[src/irs_pkg.sv]
// Purpose: Constants and types for the two-wire register access slave
// Assumes: System clock 25 MHz, link clock sampled as an ordinary input
// Notes: Operation
// Operation
// - Every link transfer is built from eight-bit bytes.
// - Data falling while clock high is a start; a new stream begins.
// - After start, shift in seven address bits MSB first, then direction.
// - On address match, pull data low during the ninth clock pulse.
// - On address mismatch, stay idle and release bus until next start.
// - Direction 0 means master writes; direction 1 means master reads.
// - Each byte takes nine clocks: eight data plus one acknowledge.
// - Data changes only while clock low; rising data at clock high stops.
// - Bytes per transaction are unlimited by the protocol.
// - On stop, return to idle and reset pointer to zero.
// - Two address bytes form a ten-bit pointer; upper six bits ignored.
// - Third write byte is value high half, fourth is low half.
// - Pointer advances per written register, never wraps; excess writes dropped.
// - Registers are sixteen bits from two bytes; master sends even counts.
// - Read returns high byte first, then low byte.
// - Read pointer advances per register until master not-acknowledges and stops.
// - At maximum pointer, reads keep returning the last register.
// - Slave address has fixed upper five bits and two pin-selected bits.
// - Device is only a slave and never starts a transfer.

package irs_pkg;

  // ---------------------------------------------------------------
  // Constants
  // ---------------------------------------------------------------
  localparam logic [4:0] IRS_ADDR_FIXED = 5'h0b;
  localparam logic [3:0] IRS_CNT_ZERO = 4'h0;
  localparam logic [3:0] IRS_CNT_ONE = 4'h1;
  localparam logic [3:0] IRS_CNT_ACK = 4'h8;
  localparam logic [3:0] IRS_CNT_END = 4'h9;
  localparam logic [9:0] IRS_PTR_RESET = 10'h000;
  localparam logic [9:0] IRS_PTR_MAX = 10'h3ff;
  localparam logic [9:0] IRS_PTR_STEP = 10'h001;
  localparam logic IRS_DIR_READ = 1'h1;
  localparam logic [1:0] IRS_IDX_PTR_HI = 2'h0;
  localparam logic [1:0] IRS_IDX_PTR_LO = 2'h1;
  localparam logic [1:0] IRS_IDX_DATA_HI = 2'h2;
  localparam logic [1:0] IRS_IDX_DATA_LO = 2'h3;

  // ---------------------------------------------------------------
  // Types
  // ---------------------------------------------------------------
  typedef enum logic [1:0] {
    IRS_ST_IDLE = 2'b00,
    IRS_ST_ADDR = 2'b01,
    IRS_ST_WRITE = 2'b10,
    IRS_ST_READ = 2'b11
  } irs_state_t;

  typedef struct packed {
    logic [9:0] addr;
    logic [15:0] wdata;
    logic wr;
    logic rd;
  } irs_reg_req_t;

endpackage

[src/irs_slave.sv]
// Purpose: Two-wire slave giving a host access to 16-bit registers
// Assumes: Register bank answers reg_rdata_i combinationally from addr
// Notes: Open-drain data pin only ever pulled low

`timescale 1ns/1ps
`default_nettype none

module irs_slave
(
  input wire logic clk_i,
  input wire logic reset_i,
  input wire logic scl_i,
  input wire logic sda_i,
  output logic sda_o,
  output logic sda_oe_o,
  input wire logic slave_addr_sel_lo,
  input wire logic slave_addr_sel_hi,
  output irs_pkg::irs_reg_req_t reg_req_o,
  input wire logic [15:0] reg_rdata_i,
  output logic busy_o
);

  logic scl_s;
  logic sda_s;
  logic scl_q;
  logic sda_q;
  logic [1:0] sel_meta;
  logic [1:0] sel_sync;
  logic scl_rise;
  logic scl_fall;
  logic start_det;
  logic stop_det;
  irs_pkg::irs_state_t state;
  logic [3:0] bit_cnt;
  logic [7:0] rx_byte;
  logic dir_read;
  logic addr_match;
  logic [1:0] byte_idx;
  logic half_lo;
  logic [1:0] ptr_hi;
  logic [9:0] ptr;
  logic ptr_end;
  logic [7:0] data_hi;
  logic [15:0] tx_word;
  logic [7:0] tx_byte;
  logic master_ack;
  logic [15:0] wdata;
  logic wr_pulse;
  logic rd_pulse;
  logic ack_cycle;
  logic ack_end;

  // ---------------------------------------------------------------
  // Input synchronisers and edge detection
  // ---------------------------------------------------------------
  irs_sync u_sync_scl
  (
    .clk_i(clk_i),
    .reset_i(reset_i),
    .async_i(scl_i),
    .sync_o(scl_s)
  );

  irs_sync u_sync_sda
  (
    .clk_i(clk_i),
    .reset_i(reset_i),
    .async_i(sda_i),
    .sync_o(sda_s)
  );

  always_ff @(posedge clk_i)
  begin
    if (reset_i)
    begin
      scl_q <= 1'h1;
      sda_q <= 1'h1;
      sel_meta <= 2'h0;
      sel_sync <= 2'h0;
    end
    else
    begin
      scl_q <= scl_s;
      sda_q <= sda_s;
      sel_meta <= {slave_addr_sel_hi, slave_addr_sel_lo};
      sel_sync <= sel_meta;
    end
  end

  assign scl_rise = scl_s & ~scl_q;
  assign scl_fall = ~scl_s & scl_q;
  assign start_det = scl_s & scl_q & sda_q & ~sda_s;
  assign stop_det = scl_s & scl_q & ~sda_q & sda_s;
  assign ack_cycle = scl_fall & (bit_cnt == irs_pkg::IRS_CNT_ACK);
  assign ack_end = scl_fall & (bit_cnt == irs_pkg::IRS_CNT_END);
  assign addr_match = (rx_byte[7:1] == {irs_pkg::IRS_ADDR_FIXED,
    sel_sync});

  // ---------------------------------------------------------------
  // Transfer state
  // ---------------------------------------------------------------
  always_ff @(posedge clk_i)
  begin
    if (reset_i)
      state <= irs_pkg::IRS_ST_IDLE;
    else if (start_det)
      state <= irs_pkg::IRS_ST_ADDR;
    else if (stop_det)
      state <= irs_pkg::IRS_ST_IDLE;
    else
    begin
      case (state)
        irs_pkg::IRS_ST_ADDR:
        begin
          if (ack_cycle && !addr_match)
            state <= irs_pkg::IRS_ST_IDLE;
          else if (ack_end && dir_read == irs_pkg::IRS_DIR_READ)
            state <= irs_pkg::IRS_ST_READ;
          else if (ack_end)
            state <= irs_pkg::IRS_ST_WRITE;
        end
        irs_pkg::IRS_ST_READ:
        begin
          if (ack_end && !master_ack)
            state <= irs_pkg::IRS_ST_IDLE;
        end
        default:
          state <= state;
      endcase
    end
  end

  // ---------------------------------------------------------------
  // Bit counter: eight data clocks then the acknowledge clock
  // ---------------------------------------------------------------
  always_ff @(posedge clk_i)
  begin
    if (reset_i || start_det || state == irs_pkg::IRS_ST_IDLE)
      bit_cnt <= irs_pkg::IRS_CNT_ZERO;
    else if (ack_end)
      bit_cnt <= irs_pkg::IRS_CNT_ZERO;
    else if (scl_rise)
      bit_cnt <= bit_cnt + irs_pkg::IRS_CNT_ONE;
  end

  // ---------------------------------------------------------------
  // Receive shifter, sampled on the rising clock
  // ---------------------------------------------------------------
  always_ff @(posedge clk_i)
  begin
    if (reset_i)
      rx_byte <= 8'h00;
    else if (scl_rise && bit_cnt < irs_pkg::IRS_CNT_ACK)
      rx_byte <= {rx_byte[6:0], sda_s};
  end

  always_ff @(posedge clk_i)
  begin
    if (reset_i)
      dir_read <= 1'h0;
    else if (state == irs_pkg::IRS_ST_ADDR && ack_cycle)
      dir_read <= rx_byte[0];
  end

  always_ff @(posedge clk_i)
  begin
    if (reset_i)
      master_ack <= 1'h0;
    else if (scl_rise && bit_cnt == irs_pkg::IRS_CNT_ACK)
      master_ack <= ~sda_s;
  end

  // ---------------------------------------------------------------
  // Write byte sequencing
  // ---------------------------------------------------------------
  always_ff @(posedge clk_i)
  begin
    if (reset_i || state != irs_pkg::IRS_ST_WRITE)
      byte_idx <= irs_pkg::IRS_IDX_PTR_HI;
    else if (ack_cycle && byte_idx == irs_pkg::IRS_IDX_DATA_LO)
      byte_idx <= irs_pkg::IRS_IDX_DATA_HI;
    else if (ack_cycle)
      byte_idx <= byte_idx + 2'h1;
  end

  always_ff @(posedge clk_i)
  begin
    if (reset_i)
    begin
      ptr_hi <= 2'h0;
      data_hi <= 8'h00;
    end
    else if (state == irs_pkg::IRS_ST_WRITE && ack_cycle)
    begin
      if (byte_idx == irs_pkg::IRS_IDX_PTR_HI)
        ptr_hi <= rx_byte[1:0];
      if (byte_idx == irs_pkg::IRS_IDX_DATA_HI)
        data_hi <= rx_byte;
    end
  end

  always_ff @(posedge clk_i)
  begin
    if (reset_i)
    begin
      wdata <= 16'h0000;
      wr_pulse <= 1'h0;
    end
    else
    begin
      wr_pulse <= 1'h0;
      if (state == irs_pkg::IRS_ST_WRITE && ack_cycle &&
          byte_idx == irs_pkg::IRS_IDX_DATA_LO && !ptr_end)
      begin
        wdata <= {data_hi, rx_byte};
        wr_pulse <= 1'h1;
      end
    end
  end

  // ---------------------------------------------------------------
  // Register pointer
  // ---------------------------------------------------------------
  always_ff @(posedge clk_i)
  begin
    if (reset_i || stop_det)
    begin
      ptr <= irs_pkg::IRS_PTR_RESET;
      ptr_end <= 1'h0;
    end
    else if (state == irs_pkg::IRS_ST_WRITE && ack_cycle &&
             byte_idx == irs_pkg::IRS_IDX_PTR_LO)
    begin
      ptr <= {ptr_hi, rx_byte};
      ptr_end <= 1'h0;
    end
    else if (wr_pulse ||
             (state == irs_pkg::IRS_ST_READ && half_lo && scl_rise &&
              bit_cnt == irs_pkg::IRS_CNT_ACK && !sda_s))
    begin
      if (ptr == irs_pkg::IRS_PTR_MAX)
        ptr_end <= 1'h1;
      else
        ptr <= ptr + irs_pkg::IRS_PTR_STEP;
    end
  end

  // ---------------------------------------------------------------
  // Read data path
  // ---------------------------------------------------------------
  always_ff @(posedge clk_i)
  begin
    if (reset_i || state == irs_pkg::IRS_ST_IDLE)
      half_lo <= 1'h0;
    else if (state == irs_pkg::IRS_ST_READ && ack_end)
      half_lo <= ~half_lo;
  end

  always_ff @(posedge clk_i)
  begin
    if (reset_i)
    begin
      tx_word <= 16'h0000;
      tx_byte <= 8'h00;
      rd_pulse <= 1'h0;
    end
    else
    begin
      rd_pulse <= 1'h0;
      if (ack_end && ((state == irs_pkg::IRS_ST_ADDR && dir_read) ||
          (state == irs_pkg::IRS_ST_READ && master_ack && half_lo)))
      begin
        tx_word <= reg_rdata_i;
        tx_byte <= reg_rdata_i[15:8];
        rd_pulse <= 1'h1;
      end
      else if (ack_end && state == irs_pkg::IRS_ST_READ && master_ack)
        tx_byte <= tx_word[7:0];
      else if (scl_fall && state == irs_pkg::IRS_ST_READ &&
               bit_cnt != irs_pkg::IRS_CNT_ZERO &&
               bit_cnt < irs_pkg::IRS_CNT_ACK)
        tx_byte <= {tx_byte[6:0], 1'h0};
    end
  end

  // ---------------------------------------------------------------
  // Open-drain data driver, changed after a falling clock, cleared at once on start or stop
  // ---------------------------------------------------------------
  always_ff @(posedge clk_i)
  begin
    if (reset_i || start_det || stop_det)
      sda_oe_o <= 1'h0;
    else if (scl_fall)
    begin
      case (state)
        irs_pkg::IRS_ST_ADDR:
          sda_oe_o <= ack_cycle && addr_match;
        irs_pkg::IRS_ST_WRITE:
          sda_oe_o <= ack_cycle;
        irs_pkg::IRS_ST_READ:
          sda_oe_o <= 1'h0;
        default:
          sda_oe_o <= 1'h0;
      endcase
    end
    else if (state == irs_pkg::IRS_ST_READ && bit_cnt < irs_pkg::IRS_CNT_ACK
             && !scl_s && !scl_q)
      sda_oe_o <= ~tx_byte[7];
  end

  always_ff @(posedge clk_i)
  begin
    if (reset_i)
      sda_o <= 1'h0;
    else
      sda_o <= 1'h0;
  end

  // ---------------------------------------------------------------
  // Register bank request and status
  // ---------------------------------------------------------------
  always_ff @(posedge clk_i)
  begin
    if (reset_i)
      busy_o <= 1'h0;
    else
      busy_o <= (state != irs_pkg::IRS_ST_IDLE);
  end

  assign reg_req_o = '{addr: ptr, wdata: wdata, wr: wr_pulse, rd: rd_pulse};

endmodule // irs_slave

`default_nettype wire

[src/irs_sync.sv]
// Purpose: Two flip-flop synchroniser for one asynchronous input
// Assumes: Input comes from outside the clk_i domain
// Notes: Only the second stage leaves this module

`timescale 1ns/1ps
`default_nettype none

module irs_sync
(
  input wire logic clk_i,
  input wire logic reset_i,
  input wire logic async_i,
  output logic sync_o
);

  logic stage1;

  // ---------------------------------------------------------------
  // Two stage capture, idle level high
  // ---------------------------------------------------------------
  always_ff @(posedge clk_i)
  begin
    if (reset_i)
    begin
      stage1 <= 1'h1;
      sync_o <= 1'h1;
    end
    else
    begin
      stage1 <= async_i;
      sync_o <= stage1;
    end
  end

endmodule // irs_sync

`default_nettype wire
[config.mk]
export PLATFORM = sky130hd
export DESIGN_NAME = irs_slave
export DESIGN_NICKNAME = d
export VERILOG_FILES = /design/src/irs_pkg.sv /design/src/irs_slave.sv /design/src/irs_sync.sv
export SDC_FILE = /design/constraint.sdc
export NUM_CORES = 1
export LEC_CHECK = 0
export BUFFER_PORTS_ARGS = -buffer_cell sky130_fd_sc_hd__buf_2
export CAP_MARGIN = 20
export CORE_AREA = 2 2 108 110
export DETAILED_ROUTE_END_ITERATION = 10
export DIE_AREA = 0 0 110 112
export GPL_TIMING_DRIVEN = 0
export PLACE_DENSITY_LB_ADDON = 0.15
export SYNTH_ARGS = -nofsm -noshare
export SYNTH_HDL_FRONTEND = slang
export SYNTH_SLANG_ARGS = --single-unit
[constraint.sdc]
create_clock -name clk_i -period 4.2 [get_ports clk_i]
set_input_delay 0.84 -clock clk_i [delete_from_list [all_inputs] [get_ports clk_i]]
set_output_delay 0.84 -clock clk_i [all_outputs]
set_load 0.01 [all_outputs]
==> results of run 1 <==
-- cell families (layout without fill, tap and decap cells) --
logic type	Yosys count	count (layout)	share of synthesized area, %
simple gates	156	156	20.2
compound gates	99	99	17.2
flops	86	86	44.7
buf+inv	35	101	4.19
mux	30	30	7.80
fa+ha+maj	12	12	3.90
xor+xnor	8	8	1.82
other cells	1	1	0.0975
-- state kept, by name, indices dropped and copies added, names as in the netlist, 2 cells and up --
name	count
bit_cnt	4
byte_idx	2
data_hi	8
ptr	10
ptr_hi	2
rx_byte	8
sel_meta	2
sel_sync	2
state	2
tx_byte	8
tx_word	8
wdata	16
-- metal layers --
layer,global-route usage [%],vias up
li1,-,1623
met1,21.7,1525
met2,25.6,70
met3,3.63,6
met4,4.81,0
met5,0,-
-- power breakdown --
part	leakage (nW)	internal, W	total, W	switching [W]
Sequential	0.695	0.000821	0.000825	0.00000407
Combinational	1.21	0.0000200	0.0000522	0.0000322
Clock	0.152	0.000486	0.000828	0.000342
-- final cells by class --
class / instances / area, sq um
Buffer: 23 / 116
Clock buffer: 10 / 239
Clock inverter: 6 / 75.1
Fill cell: 1136 / 6580
Inverter: 12 / 45.0
Multi-Input combinational cell: 306 / 1960
Sequential cell: 86 / 1720
Tap cell: 143 / 179
Timing Repair Buffer: 50 / 250
-- Yosys cell counts, types with 2 or more instances --
master,instances
sky130_fd_sc_hd__dfxtp_1,86
sky130_fd_sc_hd__nor2_1,57
sky130_fd_sc_hd__nand2_1,33
sky130_fd_sc_hd__a21oi_1,30
sky130_fd_sc_hd__mux2i_1,30
sky130_fd_sc_hd__o21ai_0,20
sky130_fd_sc_hd__nand3_1,18
sky130_fd_sc_hd__ha_1,12
sky130_fd_sc_hd__inv_1,11
sky130_fd_sc_hd__a22oi_1,9
sky130_fd_sc_hd__buf_2,9
sky130_fd_sc_hd__clkbuf_1,9
sky130_fd_sc_hd__nor2b_1,8
sky130_fd_sc_hd__nand2b_1,7
sky130_fd_sc_hd__o211a_1,7
sky130_fd_sc_hd__o22ai_1,7
sky130_fd_sc_hd__or2_2,6
sky130_fd_sc_hd__a31oi_1,5
sky130_fd_sc_hd__nand4_1,5
sky130_fd_sc_hd__xor2_1,5
sky130_fd_sc_hd__nor3_1,4
sky130_fd_sc_hd__buf_4,3
sky130_fd_sc_hd__xnor2_1,3
sky130_fd_sc_hd__a311oi_1,2
sky130_fd_sc_hd__a41oi_1,2
sky130_fd_sc_hd__and3_1,2
sky130_fd_sc_hd__and4_1,2
sky130_fd_sc_hd__nand3b_1,2
sky130_fd_sc_hd__o211ai_1,2
sky130_fd_sc_hd__o21a_1,2
sky130_fd_sc_hd__o21ai_1,2
-- metrics by stage --
stage	setup slack (ns)	cells	utilization (%)
2_1_floorplan	2.34	427	-
3_3_place_gp	1.89	620	38.3
3_5_place_dp	1.91	620	38.3
4_1_cts	2.19	636	41.1
5_1_grt	1.97	636	41.1
6_report	2.15	636	41.1
-- worst min path at each step --
stage / startpoint / to / slack, ns / cells past startpoint
2_1_floorplan: u_sync_scl.stage1$_SDFF_PP1_ / u_sync_scl.sync_o$_SDFF_PP1_ / 0.39 / 1
3_3_place_gp: u_sync_sda.stage1$_SDFF_PP1_ / u_sync_sda.sync_o$_SDFF_PP1_ / 0.39 / 1
3_5_place_dp: u_sync_sda.stage1$_SDFF_PP1_ / u_sync_sda.sync_o$_SDFF_PP1_ / 0.40 / 1
4_1_cts: u_sync_sda.stage1$_SDFF_PP1_ / u_sync_sda.sync_o$_SDFF_PP1_ / 0.41 / 1
5_1_grt: u_sync_scl.stage1$_SDFF_PP1_ / u_sync_scl.sync_o$_SDFF_PP1_ / 0.43 / 1
6_report: u_sync_sda.stage1$_SDFF_PP1_ / u_sync_sda.sync_o$_SDFF_PP1_ / 0.41 / 1
==> results.md, run 1 <==
* Routed via count divided by cell count at 5.07
* Full die area at approximately 12000 sq um
* Worst Hold Margin at roughly 0.41 ns
* Met2 Wirelength at roughly 4400 um
* Highest net fanout along the worst path at 10
* Post-synth ARST share at 0%
* Via count of the first global-routing pass at about 3000
* Placeable core region at roughly 11000 sq um
* Kind of capture point of the worst setup path: register
* Boundary pin count at 53
* Post-DP HPWL at 6680 um
* CP startpoint: state[1]$_SDFFE_PP0P_
* Global-route wire length before repair at 15400 um
* DR vias at ~3200
* Data arrival time of the critical path at approximately 2.3 ns
* Dominant cells by area after synthesis: sky130_fd_sc_hd__dfxtp_1 (45%), sky130_fd_sc_hd__mux2i_1 (7.8%), sky130_fd_sc_hd__nor2_1 (5.6%)
* Highest-count cells in the layout ignoring fill and taps: sky130_fd_sc_hd__dfxtp_1 (86), sky130_fd_sc_hd__buf_2 (59), sky130_fd_sc_hd__nor2_1 (57)
* Worst flop-to-flop path startpoint: state[1]$_SDFFE_PP0P_
* Num Clock Sinks at 86
* Count of cells resized by post-cts repair at 0
* Number of buffers inserted by post-CTS setup repair at 0
* Share of final-layout standard cells stronger than drive strength 1 at 19.7%
* Total Neg Setup Slack at 0 ns
* Class of the tightest hold or removal check: reg -> reg
* Number of I/O port buffers at 50
* Clock transition at path regs at roughly 0.06 ns
* Endpoint of the most critical setup path: tx_byte[3]$_SDFFE_PP0P_
* Overall Global Routing Usage at 16.1%
* Leak Pwr at approximately 2 nW
* Family of cells with the greatest summed delay on the critical path: simple AND/OR/NAND/NOR gates
* Uppermost signal routing layer after detailed routing: met4
* H-tree depth at 3
* Layout Area Growth over Synthesis at 19.3%
* CP Data Required Time at between 4 and 5 ns
* Number of synthesized flops with an enable pin at 0
* Power consumption at about 0.0017 W
* Number of CTS-inserted buffers at 9
* Fmax at 0.488 GHz
* Max rail drop VDD at roughly 0.00018 V
* Residual DRC at 0
* Cell area after layout at 4590 sq um
* Most frequently used flop master after synthesis: sky130_fd_sc_hd__dfxtp_1
* Placed standard-cell area at approximately 4300 sq um
* Final routed wire length divided by cell count at approximately 15 um
* Metal-1 WL at 4340 um
* Violation count after the first detailed-routing iteration at around 180
* Die Wd at ~110 um
* Rows at 39
* Antenna violations before repair at 0
* Final critical-path required period at roughly 2.0 ns
* Portion of the post-synthesis area used by sequential elements at around 45%
* Endpoint of the most critical register-to-register path: tx_byte[3]$_SDFFE_PP0P_
* Final count of hold timing violations at 0
* Iteration count of the initial detailed-routing pass at 4
* Critical path depth at 6
* Post-synthesis net count at between 400 and 500
* Post-route clock period utilization at between 40% and 50%
* Netlist area before placement at slightly below 4000 sq um
* Setup Skew at around 0.0094 ns
* Leading area contributor after synthesis: sky130_fd_sc_hd__dfxtp_1
* Mean Syn Cell Area at around 9 sq um
* CTS tree: done
* Residual overflow from global routing at 0
* RD Place Congestion at 0.793
* CTS root buf: sky130_fd_sc_hd__clkbuf_16
* Hold buffer count at CTS at 0
* Register-to-register setup slack at 2.15 ns
* Overall routed net length at about 9300 um
* Worst-Skew Late Latency at 0.34 ns
* Buffering stage count on the worst path with inverters included at 1
* Count of cell types in the netlist at 58
* Die H at approximately 110 um
* Delay of the slowest cell on the worst path at approximately 0.41 ns
* Antenna fix cells at 0
* Effective utilization at floorplan at about a third
* Critical Path Start Type: register
* Cell depth of the worst flop-to-flop path at 6
* Total power density per cell area at around 370 nW/um^2
* Total number of yosys warnings at 0
* Cells after synthesis at between 400 and 500
* Max-slew violation count at 0
* Slowest cell on the critical path: sky130_fd_sc_hd__o21ai_1
* Relative slew slack at just over 60%
* Status: completed
* Post-detailed-route count of antenna-violating nets at 0
* Area share of the largest cell type after synthesis at about 45%
* Final number of setup-violating endpoints at 0
* RSZ-0062 raised after global routing: no
* Most common cell after layout, fill and taps aside: sky130_fd_sc_hd__dfxtp_1
* Largest net degree at the start of global routing at 17
* Least-Margin Pin Slew at 0.570 ns
* CTS Buffer Depth at 2
* Critical setup path kind: reg -> reg
* Net count of the finished layout at 522
* Total length of routed met3 wires at around 420 um
* Cell-by-cell trace of the critical path: ha_1, buf_2, nor2b_1, nand3_1, o21ai_1, o211a_1
* # Max-Cap Violations at 0
* Number of synthesized register bits at between 80 and 90
Power figures use the tool's default switching activity.
==> run 2, diff against run 1 <==
==> constraint.sdc (replaced) <==
create_clock -name clk_i -period 2 [get_ports clk_i]
set_input_delay 0.4 -clock clk_i [delete_from_list [all_inputs] [get_ports clk_i]]
set_output_delay 0.4 -clock clk_i [all_outputs]
set_load 0.01 [all_outputs]
==> run 2 against run 1 <==
Worst setup slack worse by 2.1 ns. Via count is 0.28% higher. Design area grew 0.98%. Final cell count grew 0.31%. Wire length is 0.57% higher. Sequential cell count stayed put. Register-to-register slack got worse by 2.1 ns. First-iteration DRC count shrank 2.3%. Fmax rose by 6.4%. Power is 110% higher. Count of clock-buffer cells in the layout unchanged. Largest power group unchanged.
==> results.md, run 2 (synthesis gave the netlist of run 1 again) <==
* Status: completed
* Worst-Skew Late Latency at 0.34 ns
* Share of final-layout standard cells stronger than drive strength 1 at a little over a fifth
* Placed standard-cell area at 4280 sq um
* Final number of setup-violating endpoints at 0
* Least-Margin Pin Slew at around 0.56 ns
* Rows at 39
* Largest registers in the final layout: wdata (16), ptr (10)
* Power consumption at 0.00358 W
* Die Wd at about 110 um
* CTS root buf: sky130_fd_sc_hd__clkbuf_16
* Max rail drop VDD at 0.000371 V
* Worst flop-to-flop path startpoint: state[1]$_SDFFE_PP0P_
* Placeable core region at about 11000 sq um
* Global-route wire length before repair at between 15000 and 20000 um
* Total Neg Setup Slack at 0 ns
* Number of flip-flops under the largest register name at 16
* Via count of the first global-routing pass at about 3000
* Effective utilization at floorplan at 34.4%
* Final count of hold timing violations at 0
* Final routed wire length divided by cell count at 14.6 um
* Register containing the most flip-flops in the final layout: wdata
* Num Clock Sinks at 86
* Die H at about 110 um
* Post-DP HPWL at ~6700 um
* Antenna violations before repair at 0
* Full die area at approximately 12000 sq um
* Post-route clock period utilization at a little over nine tenths
* Post-detailed-route count of antenna-violating nets at 0
* Total power density per cell area at 773 nW/um^2
* Data arrival time of the critical path at 2.15 ns
* Critical setup path kind: reg -> reg
* Iteration count of the initial detailed-routing pass at 4
* Number of CTS-inserted buffers at 9
* Hold Path Cell Cnt at 2
* Overall Global Routing Usage at between 10% and 20%
* Fmax at just over 0.5 GHz
* Residual DRC at 0
* RSZ-0062 raised after global routing: no
* Violation count after the first detailed-routing iteration at 173
* Largest net degree at the start of global routing at 17
* Net count of the finished layout at approximately 520
* Routed via count divided by cell count at between 5 and 6
* H-tree depth at 3
* Clock transition at path regs at roughly 0.060 ns
* Residual overflow from global routing at 0
* Hold buffer count at CTS at 0
* Max-slew violation count at 0
* Worst Hold Endpoint: u_sync_scl.stage1$_SDFF_PP1_
* Overall routed net length at slightly above 9000 um
* Register-to-register setup slack at between 0.07 and 0.08 ns
* CTS tree: done
* RD Place Congestion at roughly 0.8
* Relative slew slack at 62.4%
* Kind of capture point of the worst setup path: register
* Most common cell after layout, fill and taps aside: sky130_fd_sc_hd__dfxtp_1
* Final critical-path required period at 1.92 ns
* CP Data Required Time at 2.22 ns
* Endpoint of the most critical register-to-register path: ptr[8]$_SDFFE_PP0P_
* Number of I/O port buffers at 50
* # Max-Cap Violations at 0
* Layout Area Growth over Synthesis at 20.5%
* Highest-count cells in the layout ignoring fill and taps: sky130_fd_sc_hd__dfxtp_1 (84), sky130_fd_sc_hd__buf_2 (58), sky130_fd_sc_hd__nor2_1 (57)
* Cell depth of the worst flop-to-flop path at 7
* Critical hold path startpoint: scl_i
* Highest net fanout along the worst path at 10
* CTS Buffer Depth at 2
* DR vias at around 3200
* Leak Pwr at around 2.1 nW
* Cell area after layout at between 4000 and 5000 sq um
* Antenna fix cells at 0
* Setup Skew at between 0.008 and 0.009 ns
* Boundary pin count at 53
* Class of the tightest hold or removal check: in -> reg
* Critical Path Start Type: register
## run 2: worst max path at each step
stage,slack (ns),start,end
floorplan,0.21,bit_cnt[0]$_SDFFE_PP0N_,ptr[8]$_SDFFE_PP0P_
global placement,0.02,state[1]$_SDFFE_PP0P_,tx_byte[4]$_SDFFE_PP0P_
detailed placement,-0.003,state[1]$_SDFFE_PP0P_,tx_byte[4]$_SDFFE_PP0P_
CTS,0.003,bit_cnt[0]$_SDFFE_PP0N_,wdata[9]$_SDFFE_PP0P_
global route,0.002,state[0]$_SDFFE_PP0P_,ptr[6]$_SDFFE_PP0P_
finish,0.08,state[1]$_SDFFE_PP0P_,ptr[8]$_SDFFE_PP0P_
## run 2: critical path, cell delays in order (launching register included)
cell                      delay [ns]
sky130_fd_sc_hd__dfxtp_2        0.35
sky130_fd_sc_hd__ha_1           0.17
sky130_fd_sc_hd__buf_2          0.18
sky130_fd_sc_hd__nor2b_1        0.17
sky130_fd_sc_hd__a41o_4         0.33
sky130_fd_sc_hd__and2_4         0.18
sky130_fd_sc_hd__a41o_1         0.24
sky130_fd_sc_hd__a32o_1         0.19
## run 2: routing by layer
metal / share of wire, % / GRT usage, % / up-vias
met4: 0.81 / 4.81 / 0
met3: 4.4 / 3.63 / 6
met1: 48 / 21.8 / 1529
met2: 47 / 25.6 / 70
met5: 0 / 0 / -
li1: - / - / 1628
## run 2: report_power, final
group | switching [W] | total (W) | internal [W]
clock | 0.000720 | 0.00174 | 0.00102
combinational | 0.0000688 | 0.000111 | 0.0000420
sequential | 0.00000856 | 0.00173 | 0.00172
total | 0.000797 | 0.00358 | 0.00279
## run 2: final cells by class
class	count	area, sq um
repair buffers	52	265
clock inverters	6	75.1
fillers	1134	6540
multi-input cells	306	1990
clock buffers	10	239
flip-flops and latches	86	1720
plain buffers	23	123
well taps	143	179
inverters	12	45.0
## run 2: through the flow
stage | hold slack (ns) | cells | setup WS (ns) | utilization (%)
floorplan | 0.389 | 427 | 0.213 | -
global placement | 0.392 | 620 | 0.0153 | 38.3
detailed placement | 0.396 | 620 | -0.00335 | 38.3
global route | 0.246 | 638 | 0.00246 | 41.5
CTS | 0.239 | 636 | 0.00323 | 41.1
finish | 0.247 | 638 | 0.0755 | 41.5
## run 2: timing repair
item,in CTS,in global routing
pin swaps,0,1
setup buffers,0,2
gates resized for setup,1,12
setup endpoints to repair,7,40
==> run 3, diff against run 2 <==
--- a/config.mk
+++ b/config.mk
@@ -11,7 +11,9 @@
 export DETAILED_ROUTE_END_ITERATION = 10
 export DIE_AREA = 0 0 110 112
 export GPL_TIMING_DRIVEN = 0
+export HOLD_SLACK_MARGIN = 0.02
 export PLACE_DENSITY_LB_ADDON = 0.15
+export SETUP_SLACK_MARGIN = 0.15
 export SYNTH_ARGS = -nofsm -noshare
 export SYNTH_HDL_FRONTEND = slang
 export SYNTH_SLANG_ARGS = --single-unit
==> run 3 against run 2 <==
Wire length increased by 4.9%. Worst setup slack improved by 0.11 ns. Critical path type unchanged. First-iteration DRC count increased by 2.9%. Design area rose by 3.3%.
==> results.md, run 3 (synthesis gave the netlist of run 1 again) <==
* Status: completed
* Effective utilization at floorplan at approximately 34%
* Net Sw Frac at between 20 and 25%
* Sequential share of power at between 40 and 50%
* Full die area at between 10000 and 15000 sq um
* Endpoint of the most critical setup path: ptr[8]$_SDFFE_PP0P_
* Highest-count cells in the layout ignoring fill and taps: sky130_fd_sc_hd__dfxtp_1 (82), sky130_fd_sc_hd__buf_2 (55), sky130_fd_sc_hd__nor2_1 (55)
* # Max-Cap Violations at 0
* CTS Buffer Depth at 2
* Die H at between 100 and 150 um
* Via count of the first global-routing pass at around 3100
* DR vias at about 3300
* Leak Pwr at between 2 and 2.5 nW
* Worst flop-to-flop path startpoint: state[1]$_SDFFE_PP0P_
* Data arrival time of the critical path at 2.04 ns
* Setup Skew at approximately 0.0093 ns
* Net count of the finished layout at ~530
* Fin cells at 645
* Routed via count divided by cell count at 5.08
* Overall routed net length at a little under 10000 um
* Class of the tightest hold or removal check: in -> reg
* Global-route wire length before repair at 15800 um
* Post-detailed-route count of antenna-violating nets at 0
* Relative slew slack at between 60% and 70%
* Register-to-register setup slack at approximately 0.19 ns
* Largest net degree at the start of global routing at 17
* Num Clock Sinks at between 80 and 90
* Post-DP HPWL at 6680 um
* Total power density per cell area at about 750 nW/um^2
* Antenna fix cells at 0
* Final number of setup-violating endpoints at 0
* Share of final-layout standard cells stronger than drive strength 1 at roughly a quarter
* Register containing the most flip-flops in the final layout: wdata
* Residual DRC at 0
* CP startpoint: state[1]$_SDFFE_PP0P_
* Power share of the combinational group at approximately 3.2%
* Switching power of the nets at about 0.0008 W
* Endpoint of the most critical register-to-register path: ptr[8]$_SDFFE_PP0P_
* Antenna violations before repair at 0
* Boundary pin count at 53
* Total Neg Setup Slack at 0 ns
* Max rail drop VDD at around 0.00037 V
* Fmax at approximately 0.55 GHz
* Final setup slack of the worst path at about 0.19 ns
* H-tree depth at 3
* Cell depth of the worst flop-to-flop path at 7
* Worst-Skew Late Latency at approximately 0.34 ns
* Residual overflow from global routing at 0
* Post-route clock period utilization at 90.7%
* CTS tree: done
* Rows at 39
* Largest registers in the final layout: wdata (16), ptr (10)
* Layout Area Growth over Synthesis at 24.4%
* Number of placed instances with taps included at 620
* Max-slew violation count at 0
* Number of CTS-inserted buffers at 9
* Number of I/O port buffers at 50
* Iteration count of the initial detailed-routing pass at 4
* Critical Path Start Type: register
* RD Place Congestion at around 0.79
* Number of flip-flops under the largest register name at 16
* CTS root buf: sky130_fd_sc_hd__clkbuf_16
* Clock transition at path regs at ~0.060 ns
* Final count of hold timing violations at 0
* Clock group share of total power at slightly below 50%
* Kind of capture point of the worst setup path: register
* Least-Margin Pin Slew at ~0.55 ns
* Critical setup path kind: reg -> reg
* CP Data Required Time at roughly 2.2 ns
* Internal power contribution at around 0.0028 W
* Violation count after the first detailed-routing iteration at around 180
* Final routed wire length divided by cell count at about 15 um
* Highest net fanout along the worst path at 10
* Most common cell after layout, fill and taps aside: sky130_fd_sc_hd__dfxtp_1
* Power consumption at approximately 0.0036 W
* Overall Global Routing Usage at 16.6%
* Worst setup timing slack at the placement stage at -0.00335 ns
* Placeable core region at between 10000 and 15000 sq um
* Die Wd at 110 um
* RSZ-0062 raised after global routing: no
* Final critical-path required period at about 1.8 ns
## run 3: through the flow
step / hold WS [ns] / instance area (sq um) / utilization, %
floorplan: 0.389 / 3850 / -
global route: 0.246 / 4790 / 42.8
finish: 0.245 / 4790 / 42.8
CTS: 0.239 / 4660 / 41.7
global placement: 0.392 / 4280 / 38.3
detailed placement: 0.396 / 4280 / 38.3
## run 3: critical path, cell delays in order (launching register included)
cell and delay (ns):
sky130_fd_sc_hd__dfxtp_4 0.36, sky130_fd_sc_hd__ha_1 0.19, sky130_fd_sc_hd__buf_6 0.14, sky130_fd_sc_hd__nor2b_4 0.14
sky130_fd_sc_hd__a41o_4 0.27, sky130_fd_sc_hd__and2_4 0.17, sky130_fd_sc_hd__a41o_1 0.24, sky130_fd_sc_hd__a32o_1 0.19
## run 3: cell type report
class	instances	area [sq um]
fillers	1126	6390
multi-input cells	307	2050
flip-flops and latches	86	1730
repair buffers	58	323
clock buffers	10	239
well taps	143	179
plain buffers	23	143
clock inverters	6	75.1
inverters	12	45.0
## run 3: layer usage
layer  global-route usage [%]  part of all wire [%]  wire (um)
met1                     22.1                    46       4530
met2                     26.6                    47       4630
met3                     3.81                   5.2        507
met4                     4.81                   1.1        103
met5                        0                     0          0
## run 3: worst min path at each step
stage / start / end / cells after the start
2_1_floorplan: u_sync_scl.stage1$_SDFF_PP1_ / u_sync_scl.sync_o$_SDFF_PP1_ / 1
3_3_place_gp: u_sync_sda.stage1$_SDFF_PP1_ / u_sync_sda.sync_o$_SDFF_PP1_ / 1
3_5_place_dp: u_sync_sda.stage1$_SDFF_PP1_ / u_sync_sda.sync_o$_SDFF_PP1_ / 1
4_1_cts: scl_i / u_sync_scl.stage1$_SDFF_PP1_ / 2
5_1_grt: sda_i / u_sync_sda.stage1$_SDFF_PP1_ / 2
6_report: scl_i / u_sync_scl.stage1$_SDFF_PP1_ / 2
## run 3: power by group through the flow
stage	Sequential, W	Clock, W	Combinational [W]
after global routing	0.00173	0.00187	0.000127
final	0.00173	0.00174	0.000113
after global placement	0.00177	0	0.000110
after detailed placement	0.00177	0	0.000109
after floorplan	0.00177	0	0.0000656
after CTS	0.00173	0.00179	0.000111
## run 3: what timing repair did
item / in CTS / in global routing
cloned: 1 / 0
buffers inserted: 3 / 5
endpoints found under the setup margin: 36 / 46
endpoints found under the hold margin: 0 / 0
pin swaps: 3 / 5
resized for setup: 15 / 24
hold buffers: 0 / 0
